==> src/rtl/nfi_pkg.sv <==
package nfi_pkg;
    // channel counts and widths
    localparam int NUM_PHYS = 8;
    localparam int NUM_LOG = 8;
    localparam int LOG_W = 3;
    localparam int TIMER_W = 24;
    // fault states
    typedef enum logic [1:0] {NFI_PASS, NFI_STUCK_LO, NFI_STUCK_HI} nfi_state_t;
    // indicator encoding {red, green}
    localparam logic [1:0] LED_GREEN = 2'h1;
    localparam logic [1:0] LED_RED = 2'h2;
    localparam logic [1:0] LED_OFF = 2'h0;
    // reset values
    localparam logic [TIMER_W-1:0] TIMER_RST = 24'h000000;
    localparam logic [LOG_W-1:0] MAP_RST = 3'h0;
endpackage : nfi_pkg

==> src/rtl/nfi_chan_if.sv <==
`timescale 1ns/1ps
// per-channel state travelling from the controller to the channel logic
interface nfi_chan_if;
    nfi_pkg::nfi_state_t state [nfi_pkg::NUM_PHYS];
    modport ctrl (output state);
    modport chan (input state);
endinterface : nfi_chan_if

==> src/rtl/nfi_top.sv <==
`timescale 1ns/1ps
// Functional notes
// - eight physical fault channels each sit in one serial link.
// - each physical channel carries a software-set logical channel number.
// - failing a logical channel moves all its physical channels in one cycle.
// - states are pass-through, stuck low and stuck high.
// - each channel indicator is green for pass, dark for low, red for high.
// - both connector sides of a channel get the same fault state.
// - a sync output tells the processor the host is ready.
// - each sync has an indicator, red for stop and green for run.
// - the timebase tick is local or external, selectable.
// - a 24-bit experiment timer and a fault delay timer exist.
// - timebase, syncs and controls go out on the experiment bus.
module nfi_top (
    input wire logic i_mclk,
    input wire logic i_srst,
    input wire logic i_ce,
    input wire logic [nfi_pkg::NUM_PHYS-1:0] i_link_in,
    input wire logic [nfi_pkg::NUM_PHYS-1:0] i_link_out_side,
    output logic [nfi_pkg::NUM_PHYS-1:0] o_link_in_side,
    output logic [nfi_pkg::NUM_PHYS-1:0] o_link_out,
    output logic [2*nfi_pkg::NUM_PHYS-1:0] o_chan_led,
    input wire logic i_map_we,
    input wire logic [2:0] i_map_phys,
    input wire logic [nfi_pkg::LOG_W-1:0] i_map_log,
    input wire logic i_fault_cmd,
    input wire logic [nfi_pkg::LOG_W-1:0] i_fault_log,
    input wire logic [1:0] i_fault_state,
    input wire logic [nfi_pkg::TIMER_W-1:0] i_fault_delay,
    output logic o_fault_pending,
    input wire logic i_host_ready,
    output logic o_host_ready_sync_out,
    input wire logic i_proc_sync,
    output logic [1:0] o_sync_out_led,
    output logic [1:0] o_sync_in_led,
    input wire logic i_tb_sel_ext,
    input wire logic i_ext_tick,
    input wire logic [nfi_pkg::TIMER_W-1:0] i_tick_div,
    input wire logic i_exp_timer_clr,
    output logic [nfi_pkg::TIMER_W-1:0] o_exp_time,
    output logic o_xbus_tick,
    output logic o_xbus_sync_out,
    output logic o_xbus_sync_in,
    output logic o_xbus_run
);
    // channel map and the waiting fault command
    logic [nfi_pkg::LOG_W-1:0] chan_map [nfi_pkg::NUM_PHYS];
    logic [nfi_pkg::NUM_PHYS-1:0] hit;
    logic apply_now;
    logic next_pending;
    logic [nfi_pkg::TIMER_W-1:0] next_delay_cnt;
    nfi_pkg::nfi_state_t pend_state;
    logic [nfi_pkg::LOG_W-1:0] pend_log;
    logic [nfi_pkg::TIMER_W-1:0] delay_cnt;
    logic [nfi_pkg::TIMER_W-1:0] div_cnt;
    // timebase and experiment time
    logic ext_tick_q;
    logic ext_rise;
    logic [nfi_pkg::TIMER_W-1:0] next_div_cnt;
    logic [nfi_pkg::TIMER_W-1:0] next_exp_time;
    logic local_tick;
    logic tick;
    logic delay_done;
    logic running;
    nfi_pkg::nfi_state_t cmd_state;

    nfi_chan_if cif ();

    // state code decode; the spare code 3 falls back to pass, the safe choice
    function automatic nfi_pkg::nfi_state_t decode_state(input logic [1:0] code);
        unique case (code)
            2'h1: decode_state = nfi_pkg::NFI_STUCK_LO;
            2'h2: decode_state = nfi_pkg::NFI_STUCK_HI;
            default: decode_state = nfi_pkg::NFI_PASS;
        endcase
    endfunction : decode_state

    // sync indicator: red while the line means stop, green while it means run
    function automatic logic [1:0] sync_led(input logic run);
        sync_led = run ? nfi_pkg::LED_GREEN : nfi_pkg::LED_RED;
    endfunction : sync_led

    // command decode and delay expiry
    assign cmd_state = decode_state(i_fault_state);
    assign delay_done = o_fault_pending && (delay_cnt == nfi_pkg::TIMER_RST);
    // a command landing in the expiry cycle restarts the wait, so nothing applies then
    assign apply_now = delay_done && !i_fault_cmd;

    // a new command wins over the expiry of an older one in the same cycle
    assign next_pending = i_fault_cmd || (o_fault_pending && !delay_done);
    // loaded by a command, then counted down in clock cycles while it waits
    assign next_delay_cnt = i_fault_cmd ? i_fault_delay :
        (o_fault_pending && !delay_done) ? delay_cnt - 24'h000001 : delay_cnt;

    // channels that answer to the pending logical number all move together
    for (genvar g = 0; g < nfi_pkg::NUM_PHYS; g++)
    begin : g_hit
        assign hit[g] = (chan_map[g] == pend_log);
    end

    // experiment runs only while both syncs say run
    assign running = o_host_ready_sync_out && i_proc_sync;

    // timebase select: external tick edge or local divider
    assign local_tick = (div_cnt == nfi_pkg::TIMER_RST);
    // the edge flop resets low, the idle level of the outside tick, so no false edge
    assign ext_rise = i_ext_tick && !ext_tick_q;
    assign tick = i_tb_sel_ext ? ext_rise : local_tick;
    // the divider reloads on its own tick, so the period is the reload value plus one
    assign next_div_cnt = local_tick ? i_tick_div : div_cnt - 24'h000001;
    // a clear beats a tick in the same cycle; time moves only while both syncs run
    assign next_exp_time = i_exp_timer_clr ? nfi_pkg::TIMER_RST :
        (tick && running) ? o_exp_time + 24'h000001 : o_exp_time;

    // physical to logical map, written one entry at a time
    always_ff @(posedge i_mclk)
    begin
        if (i_srst)
            for (int i = 0; i < nfi_pkg::NUM_PHYS; i++)
                chan_map[i] <= nfi_pkg::MAP_RST;
        else if (i_ce && i_map_we)
            chan_map[i_map_phys] <= i_map_log;
    end

    // fault command held pending, delay timer counts clock cycles down
    always_ff @(posedge i_mclk)
    begin
        if (i_srst)
        begin
            o_fault_pending <= 1'b0;
            pend_state <= nfi_pkg::NFI_PASS;
            pend_log <= nfi_pkg::MAP_RST;
            delay_cnt <= nfi_pkg::TIMER_RST;
        end
        else if (i_ce)
        begin
            o_fault_pending <= next_pending;
            delay_cnt <= next_delay_cnt;
            if (i_fault_cmd)
            begin
                pend_state <= cmd_state;
                pend_log <= i_fault_log;
            end
        end
    end

    // apply to every mapped channel in the same cycle
    always_ff @(posedge i_mclk)
    begin
        if (i_srst)
            for (int i = 0; i < nfi_pkg::NUM_PHYS; i++)
                cif.state[i] <= nfi_pkg::NFI_PASS;
        else if (i_ce && apply_now)
            for (int i = 0; i < nfi_pkg::NUM_PHYS; i++)
                if (hit[i])
                    cif.state[i] <= pend_state;
    end

    // experiment timer and timebase divider
    always_ff @(posedge i_mclk)
    begin
        if (i_srst)
        begin
            div_cnt <= nfi_pkg::TIMER_RST;
            ext_tick_q <= 1'b0;
            o_exp_time <= nfi_pkg::TIMER_RST;
            o_xbus_tick <= 1'b0;
        end
        else if (i_ce)
        begin
            ext_tick_q <= i_ext_tick;
            div_cnt <= next_div_cnt;
            o_xbus_tick <= tick;
            o_exp_time <= next_exp_time;
        end
    end

    // syncs, indicators and experiment bus
    always_ff @(posedge i_mclk)
    begin
        if (i_srst)
        begin
            o_host_ready_sync_out <= 1'b0;
            o_sync_out_led <= nfi_pkg::LED_RED;
            o_sync_in_led <= nfi_pkg::LED_RED;
        end
        else if (i_ce)
        begin
            o_host_ready_sync_out <= i_host_ready;
            o_sync_out_led <= sync_led(i_host_ready);
            o_sync_in_led <= sync_led(i_proc_sync);
        end
    end

    // experiment bus copies, registered so every board sees them on the same edge
    always_ff @(posedge i_mclk)
    begin
        if (i_srst)
        begin
            o_xbus_sync_out <= 1'b0;
            o_xbus_sync_in <= 1'b0;
            o_xbus_run <= 1'b0;
        end
        else if (i_ce)
        begin
            o_xbus_sync_out <= i_host_ready;
            o_xbus_sync_in <= i_proc_sync;
            o_xbus_run <= running;
        end
    end

    nfi_channels u_chan (
        .i_mclk(i_mclk),
        .i_srst(i_srst),
        .i_ce(i_ce),
        .ch(cif.chan),
        .i_link_in(i_link_in),
        .i_link_out_side(i_link_out_side),
        .o_link_in_side(o_link_in_side),
        .o_link_out(o_link_out),
        .o_chan_led(o_chan_led)
    );
endmodule : nfi_top

==> src/rtl/nfi_channels.sv <==
`timescale 1ns/1ps
// applies each channel's fault state to its link and indicator
module nfi_channels (
    input wire logic i_mclk,
    input wire logic i_srst,
    input wire logic i_ce,
    nfi_chan_if.chan ch,
    input wire logic [nfi_pkg::NUM_PHYS-1:0] i_link_in,
    input wire logic [nfi_pkg::NUM_PHYS-1:0] i_link_out_side,
    output logic [nfi_pkg::NUM_PHYS-1:0] o_link_in_side,
    output logic [nfi_pkg::NUM_PHYS-1:0] o_link_out,
    output logic [2*nfi_pkg::NUM_PHYS-1:0] o_chan_led
);
    logic [nfi_pkg::NUM_PHYS-1:0] fwd;
    logic [nfi_pkg::NUM_PHYS-1:0] rev;
    logic [2*nfi_pkg::NUM_PHYS-1:0] led;

    function automatic logic apply(input nfi_pkg::nfi_state_t s, input logic d);
        unique case (s)
            nfi_pkg::NFI_PASS: apply = d;
            nfi_pkg::NFI_STUCK_LO: apply = 1'b0;
            nfi_pkg::NFI_STUCK_HI: apply = 1'b1;
            default: apply = d;
        endcase
    endfunction : apply

    // both connector directions see the same state
    genvar g;
    for (g = 0; g < nfi_pkg::NUM_PHYS; g++)
    begin : g_ch
        assign fwd[g] = apply(ch.state[g], i_link_in[g]);
        assign rev[g] = apply(ch.state[g], i_link_out_side[g]);
        assign led[2*g+1:2*g] = (ch.state[g] == nfi_pkg::NFI_PASS) ? nfi_pkg::LED_GREEN :
            (ch.state[g] == nfi_pkg::NFI_STUCK_HI) ? nfi_pkg::LED_RED : nfi_pkg::LED_OFF;
    end

    // registered outputs add one cycle of link latency
    always_ff @(posedge i_mclk)
    begin
        if (i_srst)
        begin
            o_link_out <= '0;
            o_link_in_side <= '0;
            o_chan_led <= {nfi_pkg::NUM_PHYS{nfi_pkg::LED_GREEN}};
        end
        else if (i_ce)
        begin
            o_link_out <= fwd;
            o_link_in_side <= rev;
            o_chan_led <= led;
        end
    end
endmodule : nfi_channels

==> config.mk <==
export PLATFORM = sky130hd
export DESIGN_NAME = nfi_top
export DESIGN_NICKNAME = d
export VERILOG_FILES = /design/src/rtl/nfi_pkg.sv /design/src/rtl/nfi_chan_if.sv /design/src/rtl/nfi_top.sv /design/src/rtl/nfi_channels.sv
export SDC_FILE = /design/constraint.sdc
export NUM_CORES = 1
export LEC_CHECK = 0
export BUFFER_PORTS_ARGS = -buffer_cell sky130_fd_sc_hd__buf_2
export CAP_MARGIN = 10
export CELL_PAD_IN_SITES_DETAIL_PLACEMENT = 0
export CELL_PAD_IN_SITES_GLOBAL_PLACEMENT = 1
export CORE_ASPECT_RATIO = 1.1
export CORE_MARGIN = 3
export CORE_UTILIZATION = 44
export DETAILED_ROUTE_END_ITERATION = 8
export PLACE_DENSITY_LB_ADDON = 0.1
export SLEW_MARGIN = 20
export SYNTH_ARGS = -nofsm -noshare
export SYNTH_HDL_FRONTEND = slang
export SYNTH_SLANG_ARGS = --single-unit
==> constraint.sdc <==
create_clock -name i_mclk -period 6.35 [get_ports i_mclk]
set_input_delay 0.635 -clock i_mclk [delete_from_list [all_inputs] [get_ports i_mclk]]
set_output_delay 0.635 -clock i_mclk [all_outputs]
set_load 0.03 [all_outputs]
==> results of run 1 <==
cell families after synthesis:
logic type	after synthesis	synth area share
mux	65	0.0762
buf+inv	101	0.0460
flops	157	0.396
compound gates	216	0.171
xor+xnor	24	0.0246
fa+ha+maj	21	0.0308
simple gates	419	0.254
worst paths after layout:
path                          startpoint                           to
max              div_cnt[0]$_SDFFE_PP0P_      div_cnt[7]$_SDFFE_PP0P_
min                       i_fault_log[2]     pend_log[2]$_SDFFE_PP0P_
max reg2reg      div_cnt[0]$_SDFFE_PP0P_      div_cnt[7]$_SDFFE_PP0P_
min reg2reg  o_exp_time[23]$_SDFFE_PP0P_  o_exp_time[23]$_SDFFE_PP0P_
per-stage QoR:
stage / setup slack, ns / util
after detailed placement: 2.99 / 0.502
after global routing: 3.16 / 0.534
after global placement: 3.02 / 0.502
final: 3.36 / 0.534
after CTS: 3.35 / 0.533
after floorplan: 4.00 / -
flip-flops by register name (all words and copies together) (netlist names), 2 cells and up:
signal	flops
pend_state	2
o_exp_time	24
o_sync_in_led	2
pend_log	3
delay_cnt	24
u_chan.o_link_in_side	8
chan_map	24
u_chan.o_link_out	8
o_sync_out_led	2
cif.state	16
u_chan.o_chan_led	16
div_cnt	24
cells in the mapped netlist, drive strengths merged, types with 24 or more instances:
cell | n | area (um^2)
a21oi | 52 | 260
dfxtp | 133 | 2660
nand4 | 26 | 163
nor3 | 26 | 135
clkbuf | 49 | 184
nand3 | 29 | 145
edfxtp | 24 | 721
nand2 | 93 | 349
mux2i | 65 | 651
nor2 | 101 | 379
and2 | 30 | 188
nand2b | 26 | 163
o21ai | 45 | 225
xnor2 | 24 | 210
inv | 36 | 135
power by group through the flow:
stage                     sequential, W  combinational (W)  clock [W]
after CTS                       0.00122            0.00118    0.00105
after floorplan                 0.00123           0.000873          0
final                           0.00122            0.00118    0.00103
after detailed placement        0.00124            0.00118          0
after global placement          0.00124            0.00118          0
after global routing            0.00123            0.00130    0.00109
area by class of cell:
cell class                 instances  area, um^2  share of cell area
antenna                            1        2.50            0.000250
clock buffer                      19         464              0.0464
clock inverter                    13         129              0.0129
inverter                          36         135              0.0135
multi-input combinational        745        4770               0.477
sequential                       157        3380               0.338
tap                              243         304              0.0304
timing repair buffer             157         808              0.0809
layer usage:
metal	vias to the layer above	wire (um)	global-route usage	part of all wire
met5	-	27	0	0.0012
met1	3586	10100	0.275	0.44
met3	26	1170	0.0459	0.051
met2	192	11200	0.361	0.49
met4	4	272	0.0466	0.012
li1	3863	-	-	-
tightest hold or removal path, cell delays in order:
cell,delay (ns)
buf_2,0.09
nand2_1,0.05
a21oi_1,0.05
==> metrics.md, run 1 <==
| Metric | Value |
|---|---|
| Run status | `finished clean` |
| Bufs and invs on worst path | `2` |
| DRC errors left | `0` |
| Nets | `1220` |
| Clk pwr share | `0.300` |
| Iter 0 DRT Violations | `between 400 and 500` |
| Synth Register Bits | `157` |
| Via-per-instance ratio | `5.60` |
| Switching Fraction | `0.385` |
| Die width | `139 um` |
| Peak supply drop | `roughly 240 uV` |
| Commonest non-fill, non-tap cell in the layout | `buf_2` |
| Worst path arrival time | `between 3 and 4 ns` |
| Total Power | `0.00343 W` |
| Layout cell share with drive strength beyond 1 | `0.194` |
| Pin count of the biggest net entering global routing | `slightly above 70` |
| CP endpoint kind | `flip-flop` |
| Hold_ws | `between 0.4 and 0.5 ns` |
| Ys async rst share | `0` |
| Post-synth EDFFs | `24` |
| Non-Filler Instances | `roughly 1400` |
| Placed cell count | `roughly 1300` |
| Drt first pass iters | `5` |
| Leakage | `around 3.9 nW` |
| Post-DRT Antenna Nets | `0` |
| Initial Util | `0.455` |
| Sequential share of power | `0.355` |
| DRT Wirelength | `22.8 mm` |
| Final Cycle Share | `0.471` |
| WL/cell | `between 15 and 20 um` |
| All-Layer GR Usage | `0.211` |
| Mapped cell area | `approximately 0.0085 mm^2` |
| Full die area | `~0.021 mm^2` |
| Worst skew pair latency | `~0.43 ns` |
| Worst hold path depth | `3` |
| Switch Pwr | `0.00132 W` |
| CTS H-tree depth | `4` |
| Buffers on Ports | `150` |
| RD Place Congestion | `approximately 0.8` |
| Crit path kind | `flip-flop to flip-flop` |
| TritonCTS Buffers | `17` |
| Total setup buffers inserted after CTS | `0` |
| Vias | `between 7000 and 8000` |
| Placed Instance Area | `approximately 0.0094 mm^2` |
| Core area | `approximately 0.019 mm^2` |
| Fmax | `334 MHz` |
| Worst Clk Skew | `between 0.01 and 0.015 ns` |
| Warnings from Yosys | `0` |
| Sequential share of the synthesized area | `0.396` |
| Initial antenna violation count | `3` |
| Post-CTS Resized | `0` |
| Distinct cells, synth | `65` |
| CTS Hold Buffers Added | `0` |
| CP max stage delay | `around 0.5 ns` |
| Worst path top cell family by delay | `simple AND/OR/NAND/NOR gates` |
| Worst Hold Class | `input port to flip-flop` |
| Startpoint Class | `flip-flop` |
| TritonCTS clock tree | `done` |
| Hold Fails Final Rpt | `0` |
| Reg-to-reg setup timing slack | `roughly 3.4 ns` |
| Post-layout instance area | `approximately 0.010 mm^2` |
| Max Buffers Root-to-Sink | `2` |
| Layout area overhead | `17.2%` |
| DIE HEIGHT | `~150 um` |
| CTS Root Buffer Type | `clkbuf_16` |
| Dominant synthesized flop cell | `dfxtp_1` |
| Final min period | `2.99 ns` |
| Post-Synthesis Cells | `~1000` |
| GRT overflow | `0` |
| WP depth | `8` |
| Max-slew violations | `0` |
| Num ports | `~150` |
| Setup TNS | `0 ns` |
| Avg Cell Area, Syn | `8.51 um^2` |
| Mapped Nets | `~1100` |
| FF-to-FF path depth | `8` |
| Comb power frac | `0.344` |
| CP Max Fanout | `19` |
| # setup viols final | `0` |
| Fillers | `approximately 1800` |
| Slowest CP cell | `or3b_2` |
| RSZ-0062 raised after global routing | `no` |
| Worst-Margin Slew | `0.940 ns` |
| Vias in the first global route | `between 7000 and 8000` |
| Rel. slew slack | `0.373` |
| Worst-path cell chain | `inv_1 -> ha_1 -> or3b_2 -> nor4_4 -> nand2_1 -> buf_4 -> a2111oi_0 -> o32ai_1` |
| Pwr/cell area | `between 300 and 400 mW/mm^2` |
| Max cap viols | `0` |
| Global-route wire length before repair | `about 37 mm` |
| Internal power | `between 0.002 and 0.0025 W` |
| Post-DP HPWL | `around 16 mm` |
| WP data required | `between 6 and 7 ns` |
| Clock Sinks | `between 150 and 200` |
| Commonest non-fill, non-tap cells in the layout | `buf_2 (148), dfxtp_1 (133), nor2_1 (100)` |
| Clock transition at path regs | `around 0.070 ns` |
| Std-Cell Rows | `52` |
No activity file was read; power rests on OpenSTA's default activity.
==> run 2: changes to the inputs <==
--- a/config.mk
+++ b/config.mk
@@ -11,7 +11,7 @@
 export CELL_PAD_IN_SITES_GLOBAL_PLACEMENT = 1
 export CORE_ASPECT_RATIO = 1.1
 export CORE_MARGIN = 3
-export CORE_UTILIZATION = 44
+export CORE_UTILIZATION = 42
 export DETAILED_ROUTE_END_ITERATION = 8
 export PLACE_DENSITY_LB_ADDON = 0.1
 export SLEW_MARGIN = 20
==> constraint.sdc (replaced) <==
create_clock -name i_mclk -period 2.88 [get_ports i_mclk]
set_input_delay 0.288 -clock i_mclk [delete_from_list [all_inputs] [get_ports i_mclk]]
set_output_delay 0.288 -clock i_mclk [all_outputs]
set_load 0.03 [all_outputs]
==> run 2 against run 1 <==
Compared with the run above:
- wire length is 2.0% higher
- largest power group is now combinational cells
- critical path depth decreased by 3
- core utilization fell by 1.9 points
- via count is 1.2% higher
- flip-flop and latch count is the same
- hold slack got worse by 0.34 ns
- final area grew 2.2%
- sequential power up 120%
- first-iteration DRC count decreased by 3.5%
- count of clock-buffer cells in the layout fell by 2
- global-route usage grew 0.17 points
==> metrics.md, run 2 (synthesized netlist as in run 1, its figures left out) <==
| Metric | Value |
|---|---|
| Run status | `finished clean` |
| Buffers on Ports | `150 (unchanged)` |
| All-Layer GR Usage | `0.213 (+0.00175)` |
| Worst path arrival time | `2.81 ns (-0.47 ns)` |
| Total setup buffers inserted after CTS | `0 (unchanged)` |
| Crit path top cell by count | `or4_4` |
| Pwr/cell area | `752 mW/mm^2 (+120%)` |
| Clock transition at path regs | `0.07 ns (about the same)` |
| CTS Root Buffer Type | `clkbuf_16` |
| WP data required | `3.20 ns (-3.44 ns)` |
| RSZ-0062 raised after global routing | `no` |
| TritonCTS clock tree | `done` |
| Final Cycle Share | `0.863 (+0.392)` |
| Worst path top cell family by delay | `simple AND/OR/NAND/NOR gates` |
| DRT Wirelength | `23.3 mm (+2.0%)` |
| Worst Hold Class | `input port to flip-flop` |
| CP max stage delay | `0.60 ns (+0.10 ns)` |
| DRC errors left | `0 (unchanged)` |
| Max cap viols | `0 (unchanged)` |
| Fmax | `402 MHz (+20%)` |
| Iter 0 DRT Violations | `440 (-3.5%)` |
| RD Place Congestion | `0.811 (+1.7%)` |
| Num ports | `151 (unchanged)` |
| Post-CTS Resized | `0 (unchanged)` |
| Commonest non-fill, non-tap cell in the layout | `buf_2` |
| Commonest non-fill, non-tap cells in the layout | `buf_2 (148), dfxtp_1 (133), nor2_1 (101)` |
| Full die area | `0.0221 mm^2 (+4.6%)` |
| Max-slew violations | `0 (unchanged)` |
| Core area | `0.0199 mm^2 (+6.0%)` |
| Die width | `142 um (+2.3%)` |
| Std-Cell Rows | `54 (+3.8%)` |
| CTS Hold Buffers Added | `0 (unchanged)` |
| Worst Clk Skew | `0.0115 ns (-0.00139 ns)` |
| Pin count of the biggest net entering global routing | `82 (+15%)` |
| DP Worst Slack | `0.411 ns (-2.58 ns)` |
| Drt first pass iters | `5 (unchanged)` |
| Nets | `1252 (+2.6%)` |
| Post-DP HPWL | `16.7 mm (+4.3%)` |
| Vias in the first global route | `7471 (+4.2%)` |
| Max Buffers Root-to-Sink | `2 (unchanged)` |
| Worst-path cell chain | `or4_4 -> or4_4 -> o41ai_4 -> a31oi_1 -> a41o_1` |
| Clock Sinks | `157 (unchanged)` |
| Layout cell share with drive strength beyond 1 | `0.215 (+0.0205)` |
| Vias | `7766 (+1.2%)` |
| CP endpoint kind | `flip-flop` |
| Peak supply drop | `620 uV (+150%)` |
| CTS H-tree depth | `4 (unchanged)` |
| Worst skew pair latency | `0.43 ns (about the same)` |
| WL/cell | `16.5 um (-0.88%)` |
| Post-DRT Antenna Nets | `0 (unchanged)` |
| Initial Util | `0.430 (-0.0258)` |
| Non-Filler Instances | `1411 (+2.9%)` |
| Inserted Diodes | `0 (-1)` |
| Bufs and invs on worst path | `0 (-2)` |
| Worst-Margin Slew | `0.843 ns (-0.0972 ns)` |
| Initial antenna violation count | `1 (-2)` |
| Startpoint Class | `flip-flop` |
| Placed cell count | `1379 (+3.1%)` |
| Layout area overhead | `19.7%` |
| DIE HEIGHT | `155 um (+2.3%)` |
| Hold Fails Final Rpt | `0 (unchanged)` |
| Final min period | `2.49 ns (-0.508 ns)` |
| Via-per-instance ratio | `5.50 (-1.6%)` |
| Crit path kind | `flip-flop to flip-flop` |
| CP Max Fanout | `6 (-13)` |
| Fin worst setup slack | `0.394 ns (-2.96 ns)` |
| Setup TNS | `0 ns (unchanged)` |
| Slowest CP cell | `or4_4` |
| GRT overflow | `0 (unchanged)` |
| # setup viols final | `0 (unchanged)` |
| TritonCTS Buffers | `17 (unchanged)` |
| Rel. slew slack | `0.438 (+0.0648)` |
| Global-route wire length before repair | `38.4 mm (+2.9%)` |
| Leakage | `4.02 nW (+4.1%)` |
## run 2: cell types whose count changed in the layout (fill, tap and decap cells not counted), moves of 2 or more
cell,change
clkinvlp_4,-2
clkinv_8,+2
buf_4,+32
inv_6,+2
## run 2: power by group
| group | switching, W | leakage, nW | internal (W) |
|---|---|---|---|
| Clock | 0.00104 | 0.275 | 0.00115 |
| Sequential | 0.000239 | 1.31 | 0.00244 |
| Combinational | 0.00171 | 2.43 | 0.00110 |
## run 2: worst reg2reg max path, stage by stage (launching register included)
cell     delay [ns]
dfxtp_1        0.35
or4_4          0.60
or4_4          0.59
o41ai_4        0.48
a31oi_1        0.14
a41o_1         0.22
## run 2: layout make-up
type	count	area, um^2
clock buffers	17	425
fillers	1979	9650
flip-flops and latches	157	3380
well taps	252	315
clock inverters	15	149
repair buffers	189	1050
inverters	36	135
multi-input cells	745	4760
## run 2: final timing paths
| path | from | to | slack, ns | cells past startpoint |
|---|---|---|---|---|
| worst max register to register | div_cnt[16]$_SDFFE_PP0P_ | o_exp_time[2]$_SDFFE_PP0P_ | 0.39 | 5 |
| worst min register to register | o_sync_out_led[1]$_SDFFE_PP1P_ | o_sync_out_led[1]$_SDFFE_PP1P_ | 0.48 | 2 |
| worst min-delay path | i_fault_log[1] | pend_log[1]$_SDFFE_PP0P_ | 0.12 | 3 |
| worst max-delay path | div_cnt[16]$_SDFFE_PP0P_ | o_exp_time[2]$_SDFFE_PP0P_ | 0.39 | 5 |
## run 2: metal layers
metal / track usage / wire (um)
met5: 0 / 10
met2: 0.369 / 11500
met1: 0.270 / 10300
met4: 0.0576 / 267
met3: 0.0424 / 1130
## run 2: per-stage QoR
| stage | utilization | power (W) | instance area (um^2) | hold slack (ns) |
|---|---|---|---|---|
| 4_1_cts | 0.514 | 0.00774 | 10200 | 0.105 |
| 5_1_grt | 0.514 | 0.00819 | 10200 | 0.110 |
| 3_5_place_dp | 0.485 | 0.00552 | 9640 | 0.459 |
| 6_report | 0.514 | 0.00768 | 10200 | 0.123 |
| 2_1_floorplan | - | 0.00463 | 8530 | 0.424 |
| 3_3_place_gp | 0.485 | 0.00553 | 9640 | 0.462 |
